[src/verilog/pss_consts.svh]
// Functional notes
// Apply word only within 1 to top
// Word above top: range alarm 3 s
// Step timeout policy applies after inactivity
// Missed acknowledge discards, keeps position, alarms
// Any control activity restarts timeout timer
// Step rising edge advances, wraps to 1
// Step pulses spaced at least 50 ms; the selector does not check the gap
// Step edge restarts timer, flags pending position
// Unacknowledged step raises step alarm 3 s
// Step acknowledge edge applies, acknowledge policy only
// Word decodes 1 to 7; zero ignored
// Word timeout policy applies after last change
// Word acknowledge edge within timeout applies
// Step and word sequences lock each other out
// Unacknowledged word rejected, word alarm 3 s
// Restore loads stored; bad gives 0, alarm
// Synchronize holds 0 two cycles, adopts word
// Failed sync sets 0, boot alarm stays
// Synch-restore falls back to stored position
// Events for changes and unconfirmed pre-selections
// Applied position kept in non-volatile store; applies made during boot raise no store write
// Tick counts time; one-hot and encoded outputs
`ifndef PSS_CONSTS_SVH
`define PSS_CONSTS_SVH
`define PSS_ALARM_MS 3000
`define PSS_STEP_GAP_MS 50
`define PSS_TICK_MS 1
`define PSS_ALARM_TICKS (`PSS_ALARM_MS / `PSS_TICK_MS)
`define PSS_BOOT_CYCLES 2
`define PSS_POS_REST 3'h0
`define PSS_POS_FIRST 3'h1
`define PSS_TOP_DEFAULT 3'h7
`endif

[src/verilog/pss_pkg.sv]
package pss_pkg;
	typedef enum logic [1:0] {
		PSS_BOOT_RESTORE = 2'b00,
		PSS_BOOT_SYNC = 2'b01,
		PSS_BOOT_SYNC_RESTORE = 2'b10
	} pss_boot_t;
	typedef enum logic [2:0] {
		PSS_ST_BOOT = 3'b000,
		PSS_ST_IDLE = 3'b001,
		PSS_ST_STEP = 3'b010,
		PSS_ST_WORD = 3'b011
	} pss_state_t;
endpackage : pss_pkg

[src/verilog/pss_selector.sv]
`timescale 1ns/100ps
`include "pss_consts.svh"
// Electronic replacement for a rotary selector with pre-selection
module pss_selector #(
	parameter logic [2:0] TOP_POS = `PSS_TOP_DEFAULT,
	parameter int TIMEOUT_TICKS = 5000,
	parameter int ALARM_TICKS = `PSS_ALARM_TICKS
) (
	input wire logic core_clk,
	input wire logic sys_rst,
	input wire logic tick,
	input wire logic cycleTick,
	input wire logic [1:0] bootPolicy,
	input wire logic stepAckPolicy,
	input wire logic word_confirm_policy,
	input wire logic eventsEnable,
	input wire logic stepIn,
	input wire logic stepAck,
	input wire logic word_bit0,
	input wire logic word_bit1,
	input wire logic word_bit2,
	input wire logic word_confirm_input,
	input wire logic [2:0] storedPos,
	output logic [2:0] storeData,
	output logic storeWrite,
	output logic [7:1] posOneHot,
	output logic [2:0] posCode,
	output logic [2:0] pendingPos,
	output logic pendingFlag,
	output logic rangeAlarm,
	output logic step_alarm,
	output logic wordAlarm,
	output logic boot_alarm,
	output logic eventPosChange,
	output logic eventStepAlarm,
	output logic eventWordAlarm
);
	// Valid position test, shared by word, boot and restore paths
	function automatic logic pss_in_range(input logic [2:0] p);
		pss_in_range = (p != `PSS_POS_REST) && (p <= TOP_POS);
	endfunction : pss_in_range

	logic [2:0] word;
	logic [2:0] rise;
	logic wordChanged;
	logic stepRise;
	logic stepAckRise;
	logic wordAckRise;
	pss_pkg::pss_state_t state;
	pss_pkg::pss_state_t next_state;
	logic [2:0] next_posCode;
	logic [2:0] next_pendingPos;
	logic next_pendingFlag;
	logic [15:0] timer;
	logic [15:0] next_timer;
	logic [1:0] bootCount;
	logic [1:0] next_bootCount;
	logic next_boot_alarm;
	logic next_storeWrite;
	logic [7:1] next_posOneHot;
	logic next_eventPosChange;
	logic next_eventStepAlarm;
	logic next_eventWordAlarm;
	logic trigRange;
	logic trigStep;
	logic trigWord;
	logic applyReq;
	logic [2:0] applyPos;

	assign word = {word_bit2, word_bit1, word_bit0};

	////////////////////////////////////////////////////////////////
	// Input edges: step, step ack, word ack, plus word activity
	pss_edge_detect #(
		.WIDTH(3)
	) u_edges (
		.core_clk(core_clk),
		.sys_rst(sys_rst),
		.din({word_confirm_input, stepAck, stepIn}),
		.rise(rise),
		.changed()
	);

	pss_edge_detect #(
		.WIDTH(3)
	) u_word_edges (
		.core_clk(core_clk),
		.sys_rst(sys_rst),
		.din(word),
		.rise(),
		.changed(wordChanged)
	);

	assign stepRise = rise[0];
	assign stepAckRise = rise[1];
	assign wordAckRise = rise[2];

	////////////////////////////////////////////////////////////////
	// Alarm stretchers, one each for the range, step and word alarms
	pss_alarm_timer #(
		.TICKS(ALARM_TICKS)
	) u_range_alarm (
		.core_clk(core_clk),
		.sys_rst(sys_rst),
		.tick(tick),
		.trigger(trigRange),
		.alarm(rangeAlarm)
	);

	pss_alarm_timer #(
		.TICKS(ALARM_TICKS)
	) u_step_alarm (
		.core_clk(core_clk),
		.sys_rst(sys_rst),
		.tick(tick),
		.trigger(trigStep),
		.alarm(step_alarm)
	);

	pss_alarm_timer #(
		.TICKS(ALARM_TICKS)
	) u_word_alarm (
		.core_clk(core_clk),
		.sys_rst(sys_rst),
		.tick(tick),
		.trigger(trigWord),
		.alarm(wordAlarm)
	);

	////////////////////////////////////////////////////////////////
	// Sequencer: boot, idle, and one active pre-selection source
	always_comb begin
		next_state = state;
		next_pendingPos = pendingPos;
		next_pendingFlag = pendingFlag;
		next_timer = timer;
		next_bootCount = bootCount;
		next_boot_alarm = boot_alarm;
		trigRange = 1'b0;
		trigStep = 1'b0;
		trigWord = 1'b0;
		applyReq = 1'b0;
		applyPos = posCode;
		// Timer counts down on the tick; zero means expired
		if (tick && timer != 16'h0000) begin
			next_timer = timer - 16'h0001;
		end
		case (state)
			pss_pkg::PSS_ST_BOOT: begin
				if (bootPolicy == pss_pkg::PSS_BOOT_RESTORE) begin
					applyReq = 1'b1;
					next_state = pss_pkg::PSS_ST_IDLE;
					if (pss_in_range(storedPos)) begin
						applyPos = storedPos;
					end else begin
						applyPos = `PSS_POS_REST;
						next_boot_alarm = 1'b1;
					end
				end else begin
					// Hold rest with alarm while cycles elapse
					applyPos = `PSS_POS_REST;
					next_boot_alarm = 1'b1;
					if (cycleTick) begin
						next_bootCount = bootCount + 2'h1;
					end
					if (bootCount == 2'(`PSS_BOOT_CYCLES)) begin
						applyReq = 1'b1;
						next_state = pss_pkg::PSS_ST_IDLE;
						if (pss_in_range(word)) begin
							applyPos = word;
							next_boot_alarm = 1'b0;
						end else if (bootPolicy == pss_pkg::PSS_BOOT_SYNC_RESTORE
							&& pss_in_range(storedPos)) begin
							applyPos = storedPos;
							next_boot_alarm = 1'b0;
						end else begin
							applyPos = `PSS_POS_REST;
						end
					end
				end
			end
			pss_pkg::PSS_ST_IDLE: begin
				if (stepRise) begin
					// Step starts from the applied position
					next_pendingPos = (posCode >= TOP_POS) ? `PSS_POS_FIRST : posCode + 3'h1;
					next_pendingFlag = 1'b1;
					next_timer = 16'(TIMEOUT_TICKS);
					next_state = pss_pkg::PSS_ST_STEP;
				end else if (wordChanged && word != `PSS_POS_REST) begin
					if (pss_in_range(word)) begin
						next_pendingPos = word;
						next_pendingFlag = 1'b1;
						next_timer = 16'(TIMEOUT_TICKS);
						next_state = pss_pkg::PSS_ST_WORD;
					end else begin
						trigRange = 1'b1;
					end
				end
			end
			pss_pkg::PSS_ST_STEP: begin
				// Word input is ignored here
				if (stepRise) begin
					next_pendingPos = (pendingPos >= TOP_POS) ? `PSS_POS_FIRST : pendingPos + 3'h1;
					next_timer = 16'(TIMEOUT_TICKS);
				end else if (stepAckPolicy && stepAckRise) begin
					applyReq = 1'b1;
					applyPos = pendingPos;
					next_pendingFlag = 1'b0;
					next_state = pss_pkg::PSS_ST_IDLE;
				end else if (next_timer == 16'h0000) begin
					next_pendingFlag = 1'b0;
					next_state = pss_pkg::PSS_ST_IDLE;
					if (!stepAckPolicy) begin
						applyReq = 1'b1;
						applyPos = pendingPos;
					end else begin
						trigStep = 1'b1;
					end
				end
			end
			default: begin
				// Word sequence; step input is ignored
				if (wordChanged) begin
					next_timer = 16'(TIMEOUT_TICKS);
					if (pss_in_range(word)) begin
						next_pendingPos = word;
					end else if (word != `PSS_POS_REST) begin
						trigRange = 1'b1;
					end
				end else if (word_confirm_policy && wordAckRise) begin
					applyReq = 1'b1;
					applyPos = pendingPos;
					next_pendingFlag = 1'b0;
					next_state = pss_pkg::PSS_ST_IDLE;
				end else if (next_timer == 16'h0000) begin
					next_pendingFlag = 1'b0;
					next_state = pss_pkg::PSS_ST_IDLE;
					if (!word_confirm_policy) begin
						applyReq = 1'b1;
						applyPos = pendingPos;
					end else begin
						trigWord = 1'b1;
					end
				end
			end
		endcase
	end

	////////////////////////////////////////////////////////////////
	// Applied position, its outputs, storage write and events
	always_comb begin
		next_posCode = posCode;
		next_storeWrite = 1'b0;
		next_eventPosChange = 1'b0;
		if (applyReq || state == pss_pkg::PSS_ST_BOOT) begin
			next_posCode = applyPos;
		end
		if (applyReq && state != pss_pkg::PSS_ST_BOOT) begin
			next_storeWrite = 1'b1;
		end
		if (applyReq && applyPos != posCode) begin
			next_eventPosChange = eventsEnable;
		end
		next_eventStepAlarm = eventsEnable && trigStep;
		next_eventWordAlarm = eventsEnable && trigWord;
		next_posOneHot = '0;
		for (int i = 1; i <= 7; i++) begin
			next_posOneHot[i] = (next_posCode == 3'(i));
		end
	end

	always_ff @(posedge core_clk) begin
		if (sys_rst) begin
			state <= pss_pkg::PSS_ST_BOOT;
			posCode <= `PSS_POS_REST;
			pendingPos <= `PSS_POS_REST;
			pendingFlag <= 1'b0;
			timer <= 16'h0000;
			bootCount <= 2'h0;
			boot_alarm <= 1'b0;
			storeData <= `PSS_POS_REST;
			storeWrite <= 1'b0;
			posOneHot <= '0;
			eventPosChange <= 1'b0;
			eventStepAlarm <= 1'b0;
			eventWordAlarm <= 1'b0;
		end else begin
			state <= next_state;
			posCode <= next_posCode;
			pendingPos <= next_pendingPos;
			pendingFlag <= next_pendingFlag;
			timer <= next_timer;
			bootCount <= next_bootCount;
			boot_alarm <= next_boot_alarm;
			storeData <= next_posCode;
			storeWrite <= next_storeWrite;
			posOneHot <= next_posOneHot;
			eventPosChange <= next_eventPosChange;
			eventStepAlarm <= next_eventStepAlarm;
			eventWordAlarm <= next_eventWordAlarm;
		end
	end
endmodule : pss_selector

[src/verilog/pss_alarm_timer.sv]
`timescale 1ns/100ps
`include "pss_consts.svh"
// Holds an alarm level for a fixed number of ticks after a trigger
module pss_alarm_timer #(
	parameter int TICKS = `PSS_ALARM_TICKS
) (
	input wire logic core_clk,
	input wire logic sys_rst,
	input wire logic tick,
	input wire logic trigger,
	output logic alarm
);
	logic [15:0] count;
	logic [15:0] next_count;
	logic next_alarm;

	////////////////////////////////////////////////////////////////
	// Retrigger restarts the full period
	always_comb begin
		next_count = count;
		next_alarm = alarm;
		if (trigger) begin
			next_count = 16'(TICKS);
			next_alarm = 1'b1;
		end else if (tick && count != 16'h0000) begin
			next_count = count - 16'h0001;
			next_alarm = (count != 16'h0001);
		end
	end

	always_ff @(posedge core_clk) begin
		if (sys_rst) begin
			count <= 16'h0000;
			alarm <= 1'b0;
		end else begin
			count <= next_count;
			alarm <= next_alarm;
		end
	end
endmodule : pss_alarm_timer

[src/verilog/pss_edge_detect.sv]
`timescale 1ns/100ps
// Combinational rising edge and change detector for a group of inputs, against a registered last sample
module pss_edge_detect #(
	parameter int WIDTH = 1
) (
	input wire logic core_clk,
	input wire logic sys_rst,
	input wire logic [WIDTH-1:0] din,
	output logic [WIDTH-1:0] rise,
	output logic changed
);
	logic [WIDTH-1:0] last;
	logic [WIDTH-1:0] next_last;

	////////////////////////////////////////////////////////////////
	// Edges are taken combinationally from the previous sample
	always_comb begin
		next_last = din;
		rise = din & ~last;
		changed = (din != last);
	end

	always_ff @(posedge core_clk) begin
		if (sys_rst) begin
			last <= '0;
		end else begin
			last <= next_last;
		end
	end
endmodule : pss_edge_detect

[config.mk]
export PLATFORM = sky130hd
export DESIGN_NAME = pss_selector
export DESIGN_NICKNAME = d
export VERILOG_FILES = /design/src/verilog/pss_pkg.sv /design/src/verilog/pss_selector.sv /design/src/verilog/pss_alarm_timer.sv /design/src/verilog/pss_edge_detect.sv
export VERILOG_INCLUDE_DIRS = /design/src /design/src/verilog
export SDC_FILE = /design/constraint.sdc
export NUM_CORES = 1
export LEC_CHECK = 0
export BUFFER_PORTS_ARGS = -buffer_cell sky130_fd_sc_hd__buf_4
export CORE_MARGIN = 2
export CORE_UTILIZATION = 55
export CTS_BUF_LIST = sky130_fd_sc_hd__clkbuf_8
export DETAILED_ROUTE_END_ITERATION = 10
export GPL_ROUTABILITY_DRIVEN = 0
export PLACE_DENSITY = 0.79
export SLEW_MARGIN = 20
export SYNTH_ARGS = -nofsm -noshare
export SYNTH_HDL_FRONTEND = slang
export SYNTH_SLANG_ARGS = --single-unit
[constraint.sdc]
create_clock -name core_clk -period 5.58 [get_ports core_clk]
set_input_delay 0.558 -clock core_clk [delete_from_list [all_inputs] [get_ports core_clk]]
set_output_delay 0.558 -clock core_clk [all_outputs]
set_load 0.02 [all_outputs]
; ---- After elaboration in Yosys (flattened, before gate mapping)
; Cells that the tools add are included.
; W data, S select, Z words.
[word_totals]
inputBits = 18
out_inout_bits = 25
register_bits = 97
word_cells = 199
[classes]
n_mux = 96
n_reduce_logical = 40
n_eq_ne = 24
n_bitwise = 5
n_addsub = 7
n_lt_le_gt_ge = 4
[op_table]
columns = operator, count
row1 = $mux W16, 6
row2 = $mux W3, 31
row3 = $mux W12, 6
row4 = $reduce_bool A16 Y1, 4
row5 = $sub A16 B1 Y16 const B, 4
row6 = $ne A16 B1 Y1 const B, 3
row7 = $pmux W16 S3, 1
row8 = $mux W1, 46
row9 = $pmux W3 S3, 3
row10 = $logic_not A16 Y1, 1
row11 = $logic_and A1 B1 Y1, 14
row12 = $eq A3 B3 Y1 const B, 4
row13 = $reduce_bool A3 Y1, 4
row14 = $reduce_and A5 Y1, 2
row15 = $reduce_or A2 Y1, 5
row16 = $eq A3 B2 Y1 const B, 3
row17 = $ne A3 B3 Y1 const B, 3
row18 = $add A3 B1 Y3 const B, 2
row19 = $eq A3 B1 Y1 const B, 2
row20 = $ge A3 B3 Y1 const B, 2
row21 = $le A3 B3 Y1 const B, 2
row22 = $ne A2 B2 Y1 const B, 3
row23 = $ne A3 B3 Y1, 2
row24 = $pmux W1 S3, 2
row25 = 16 further kinds, 21

; ---- Logic depth before layout (Yosys ltp)
[depth]
ltp_word = 12
ltp_mapped = 12
ltp_nobuf = 11

; ---- By module
; A second synthesis with hierarchy kept.
[hier_totals]
hier_cells = 758
area_unflattened_um2 = 6258.5
[modules_own_cells]
columns = mod, seq_area_each_um2, n_inst, area_each_um2, cells_each
row1 = pss_alarm_timer, 340.3, 3, 1044.8, 124
row2 = pss_selector, 800.8, 1, 2859.0, 360
row3 = pss_edge_detect, 60.1, 2, 132.6, 13

; ---- Worst setup path after synthesis
; OpenSTA, ideal clock, no wires.
[synth_path]
kind = input-to-reg
start = input port tick
end = register posOneHot[4] in the netlist's numbering
cell_stages = 10
setup_time_ns = 0.060
n_path_buf = 1
arrival_ns = 3.166
required_ns = 5.520
path_slack_ns = 2.354
cell_sequence = clkbuf_1 or4bb_1 nor4_1 a2bb2oi_1 a211oi_1 nand3_1 o31a_1 a22o_1 or3_4 and3b_1
[synth_between]
elab_chain_cells = 10
elab_cells_between_ends = 20
cone_classes = eq/ne (1) / mux (16) / reduce/logical (3)
[synth_rtl]
columns = item, line_no
row1 = start: declaration, pss_selector.sv:11  ; input wire logic tick,
row2 = $logic_and A1 B1 Y1 *, pss_selector.sv:145  ; if (tick && timer != 16'h0000) begin
row3 = $mux W16 *, pss_selector.sv:145
row4 = $logic_not A16 Y1 *, "pss_selector.sv:210, pss_selector.sv:235"
row5 = "$mux W1, on equally long branches", "pss_selector.sv:235, pss_selector.sv:210"
row6 = "$mux W1, on equally long branches", "pss_selector.sv:230, pss_selector.sv:205"
row7 = "$mux W1, on equally long branches", "pss_selector.sv:223, pss_selector.sv:202"
row8 = $pmux W1 S3, pss_selector.sv:148  ; case (state)
row9 = $logic_or A1 B1 Y1, pss_selector.sv:255  ; if (applyReq || state == pss_pkg::PSS_ST_BOOT) begin
row10 = $mux W3 *, pss_selector.sv:255
row11 = $eq A3 B3 Y1 *, pss_selector.sv:268  ; next_posOneHot[i] = (next_posCode == 3'(i));
row12 = end signal: assignment, pss_selector.sv:297  ; posOneHot <= next_posOneHot;
row13 = end: declaration, pss_selector.sv:26  ; output logic [7:1] posOneHot,
; Mark *: on every way between the ends. The rest lies on a longest branch, timed or not.
; A chain may end at the register's enable or synchronous reset.

; ---- Worst setup path after layout
[layout_path]
start = register timer[0]
end = register posOneHot[4] in the netlist's numbering
[layout_between]
elab_chain_cells = 11
elab_cells_between_ends = 22
cone_classes = add/sub (1) / eq/ne (1) / mux (16) / reduce/logical (4)
[layout_rtl]
columns = item, line_no
row1 = start: declaration, pss_selector.sv:54  ; logic [15:0] timer;
row2 = start signal: assignment, pss_selector.sv:292  ; timer <= next_timer;
row3 = branches (longest 2 deep; another with $sub A16 B1 Y16), n/a
row4 = $mux W16 *, pss_selector.sv:145
row5 = $logic_not A16 Y1 *, "pss_selector.sv:210, pss_selector.sv:235"
row6 = "$mux W1, on equally long branches", "pss_selector.sv:235, pss_selector.sv:210"
row7 = "$mux W1, on equally long branches", "pss_selector.sv:230, pss_selector.sv:205"
row8 = "$mux W1, on equally long branches", "pss_selector.sv:223, pss_selector.sv:202"
row9 = $pmux W1 S3, pss_selector.sv:148
row10 = $logic_or A1 B1 Y1, pss_selector.sv:255
row11 = $mux W3 *, pss_selector.sv:255
row12 = $eq A3 B3 Y1 *, pss_selector.sv:268
; Every way passes the cells marked *.

==> run_results.csv <==
group,metric,value,unit
timing,setup_tns,0,ps
logic_synthesis,yosysUniqueCellTypes,68,
timing,clock_skew,8.783,ps
timing,tightestPinTransition,913.3,ps
floorplan,fp-row-count,35,
cells_and_area,final_cell_mix,"97 x nor2_1, 97 x dfxtp_1, 44 x a21oi_1",
logic_synthesis,synth_edf_count,0,
drt,via_count,4687,
pwr,p_int,1.891,mW
floorplan,fp.dieH,100.8,µm
global_routing,grt_pass1_wl,19840,µm
logic_synthesis,netlist_instances,631,
drt,ant_nets,0,
timing,maxSlewViolCount,0,
cells_and_area,drive_above_1_share,10.64,%
place,post-place-cells,753,
pwr,ir_drop,0.3695,mV
clock_network,cts_sinks,97,
global_routing,grt_util_met2,39.74,%
drt,first_iter_violations,222,
critical_path,crit_arrival,4000,ps
drt,wl,11850,µm
cells_and_area,finalNonFillerCells,769,
logic_synthesis,synthesis.area,5152,µm²
place,io_buffers,42,
clock_network,holdBufCountCts,0,
timing,period_share,66.06,%
logic_synthesis,ys_warn_count,0,
critical_path,worstPathCellList,"inv_1 -> ha_1 -> nor3b_1 -> and4_1 -> o21ai_0 -> a211oi_1 -> nand3_1 -> o31a_1 -> a22o_1 -> or3_4 -> and3b_1",
logic_synthesis,synth_area_per_cell,8.166,µm²
timing,setup_viol,0,
critical_path,end_kind,"flip-flop",
global_routing,grt_max_degree,58,
clock_network,cts_resized,0,
clock_network,clkLatencyLatePin,360,ps
clock_network,clock_path_buffers,2,
pwr,p_comb_share,51.9,%
drt,avgViaCountPerCell,6.095,
floorplan,num_io_pins,43,
clock_network,cts_tree,"built",
cells_and_area,antenna_cells,0,
logic_synthesis,ys_ff_latch,97,
global_routing,grtUsageMet1,30.71,%
drt,drc,0,
global_routing,gr-usage-met3,4.924,%
clock_network,clockRootBuffer,"clkbuf_8",
global_routing,grt_pass1_vias,4274,
cells_and_area,nNetsFinal,684,
critical_path,cp-start-kind,"flip-flop",
critical_path,cp_slowest_cell,"nor3b_1",
worst_hold_path,hold_path.class,"input port to flip-flop",
place,hpwl,8677,µm
timing,hold_viol,0,
timing,slew_headroom,39.12,%
cells_and_area,fillers,817,
floorplan,die_w,100.8,µm
clock_network,clk_pin_slew,100,ps
global_routing,grtUsageTotal,23.98,%
critical_path,cp.required,5890,ps
run_status,status,"complete, no violations",
logic_synthesis,synth_async_sr_flop_share,0,%
timing,fin_crit,3686,ps
global_routing,grt_antenna_before_repair,0,
critical_path,worstRegToRegCells,11,
critical_path,crit_fanout,9,
timing,fmaxAchievable,271.3,MHz
pwr,switching_share,44.68,%
pwr,clkPwrFrac,12.8,%
drt,wl_per_cell,15.41,µm
critical_path,max_stage_delay,740,ps
flow_run,cap_violations,0,
pwr,power.leakage,2.209,nW
clock_network,cts-htree-levels,3,
drt,drtPass1Iterations,5,
timing,grt_setup_unrepaired,"no",
timing,worst_hold_slack,417.8,ps
logic_synthesis,seq_area_frac_synth,37.69,%
worst_hold_path,whs_path_depth,2,
pwr,power_density,603.9,nW/µm²
clock_network,cts_buffers,9,
floorplan,core_area,9153,µm²
pwr,switchingPower,1.527,mW
floorplan,start_util,56.30,%
floorplan,die-area,10160,µm²
logic_synthesis,syn_nets,662,
global_routing,grt-ovfl-total,0,
critical_path,worstSetupPathType,"flip-flop to flip-flop",
clock_network,cts_setup_buffers,0,
logic_synthesis,ys.flop_type,"dfxtp_1",
pwr,power_frac_seq,35.3,%
global_routing,grt_most_used_layer,"met2",
cells_and_area,areaGrowthSynthToFinish,9.859,%
## power groups by stage
stage                     Combinational [mW]  Sequential [mW]  Clock (mW)
after floorplan                         1.42             1.16           0
after global placement                  1.69             1.20           0
after detailed placement                1.75             1.21           0
after CTS                               1.76             1.20       0.447
after global routing                    1.98             1.24       0.477
final                                   1.78             1.21       0.437
## layout make-up
cell class	count	area [µm²]	share of cell area, %
clock inverters	5	37.54	0.6631
clock buffers	11	151.4	2.675
multi-input cells	481	2989	52.81
inverters	21	78.83	1.393
flip-flops and latches	97	1942	34.31
repair buffers	43	322.8	5.703
well taps	111	138.9	2.454
## per-stage QoR
step	total power [mW]	instance area (µm²)	setup slack, ps	util, %
global route	3.701	5660	1530	61.85
global placement	2.893	5465	2154	59.71
CTS	3.408	5654	1943	61.78
finish	3.418	5660	1894	61.85
detailed placement	2.960	5465	1962	59.71
floorplan	2.575	5152	2354	-
## logic make-up (layout without fill, tap and decap cells)
kind of cell,count (synthesis),after routing,share of synthesized area (%)
compound gates,141,141,18.16
xor+xnor,51,51,8.669
fa+ha+maj,13,13,3.157
buf+inv,53,80,4.419
flops,97,97,37.69
simple gates,276,276,27.90
## critical path, delay by kind of cell, from the launching register on
family	cells	cell delay, ps
flops	1	360
simple gates	5	1920
fa+ha+maj	1	200
buf+inv	1	70
compound gates	4	1110
## sequential cells by signal, summed over array words and instances (netlist names), 2 cells and up
register	flops
u_word_alarm.count	16
posCode	3
u_step_alarm.count	16
u_word_edges.last	3
bootCount	2
u_range_alarm.count	16
u_edges.last	3
timer	16
posOneHot	7
state	3
pendingPos	3
## synth_stat cells, types with 7 or more instances
cell       n  share of area (%)
xor2_1    19                3.2
a31oi_1   10                1.2
dfxtp_1   97                 38
ha_1      13                3.2
nand2_1   36                2.6
or4_1      8                1.2
xnor2_1   32                5.4
nor2b_1   10                1.2
nand3_1   11                1.1
clkbuf_1  23                1.7
nand3b_1   7                1.0
inv_1     20                1.5
nor4_1    16                1.9
or3_1     10                1.2
a311oi_1   7                1.2
nor2_1    97                7.1
nand2b_1  11                1.3
nor3_1    25                2.4
a211oi_1   8                1.2
a21oi_1   44                4.3
o21ai_0   24                2.3
## final timing paths
kind                            startpoint                          to  slack, ps
setup reg to reg       timer[0]$_SDFF_PP0_     posOneHot[4]$_SDFF_PP0_       1890
setup / recovery       timer[0]$_SDFF_PP0_     posOneHot[4]$_SDFF_PP0_       1890
hold / removal                      stepIn  u_edges.last[0]$_SDFF_PP0_        420
hold reg to reg   pendingFlag$_SDFFE_PP0P_    pendingFlag$_SDFFE_PP0P_        510
## per-layer routing
layer,part of all wire [%],vias to the layer above
met1,43,2168
met5,0,-
li1,-,2314
met4,2.2,0
met2,47,177
met3,6.8,28
(Power assumes the default switching activity.)
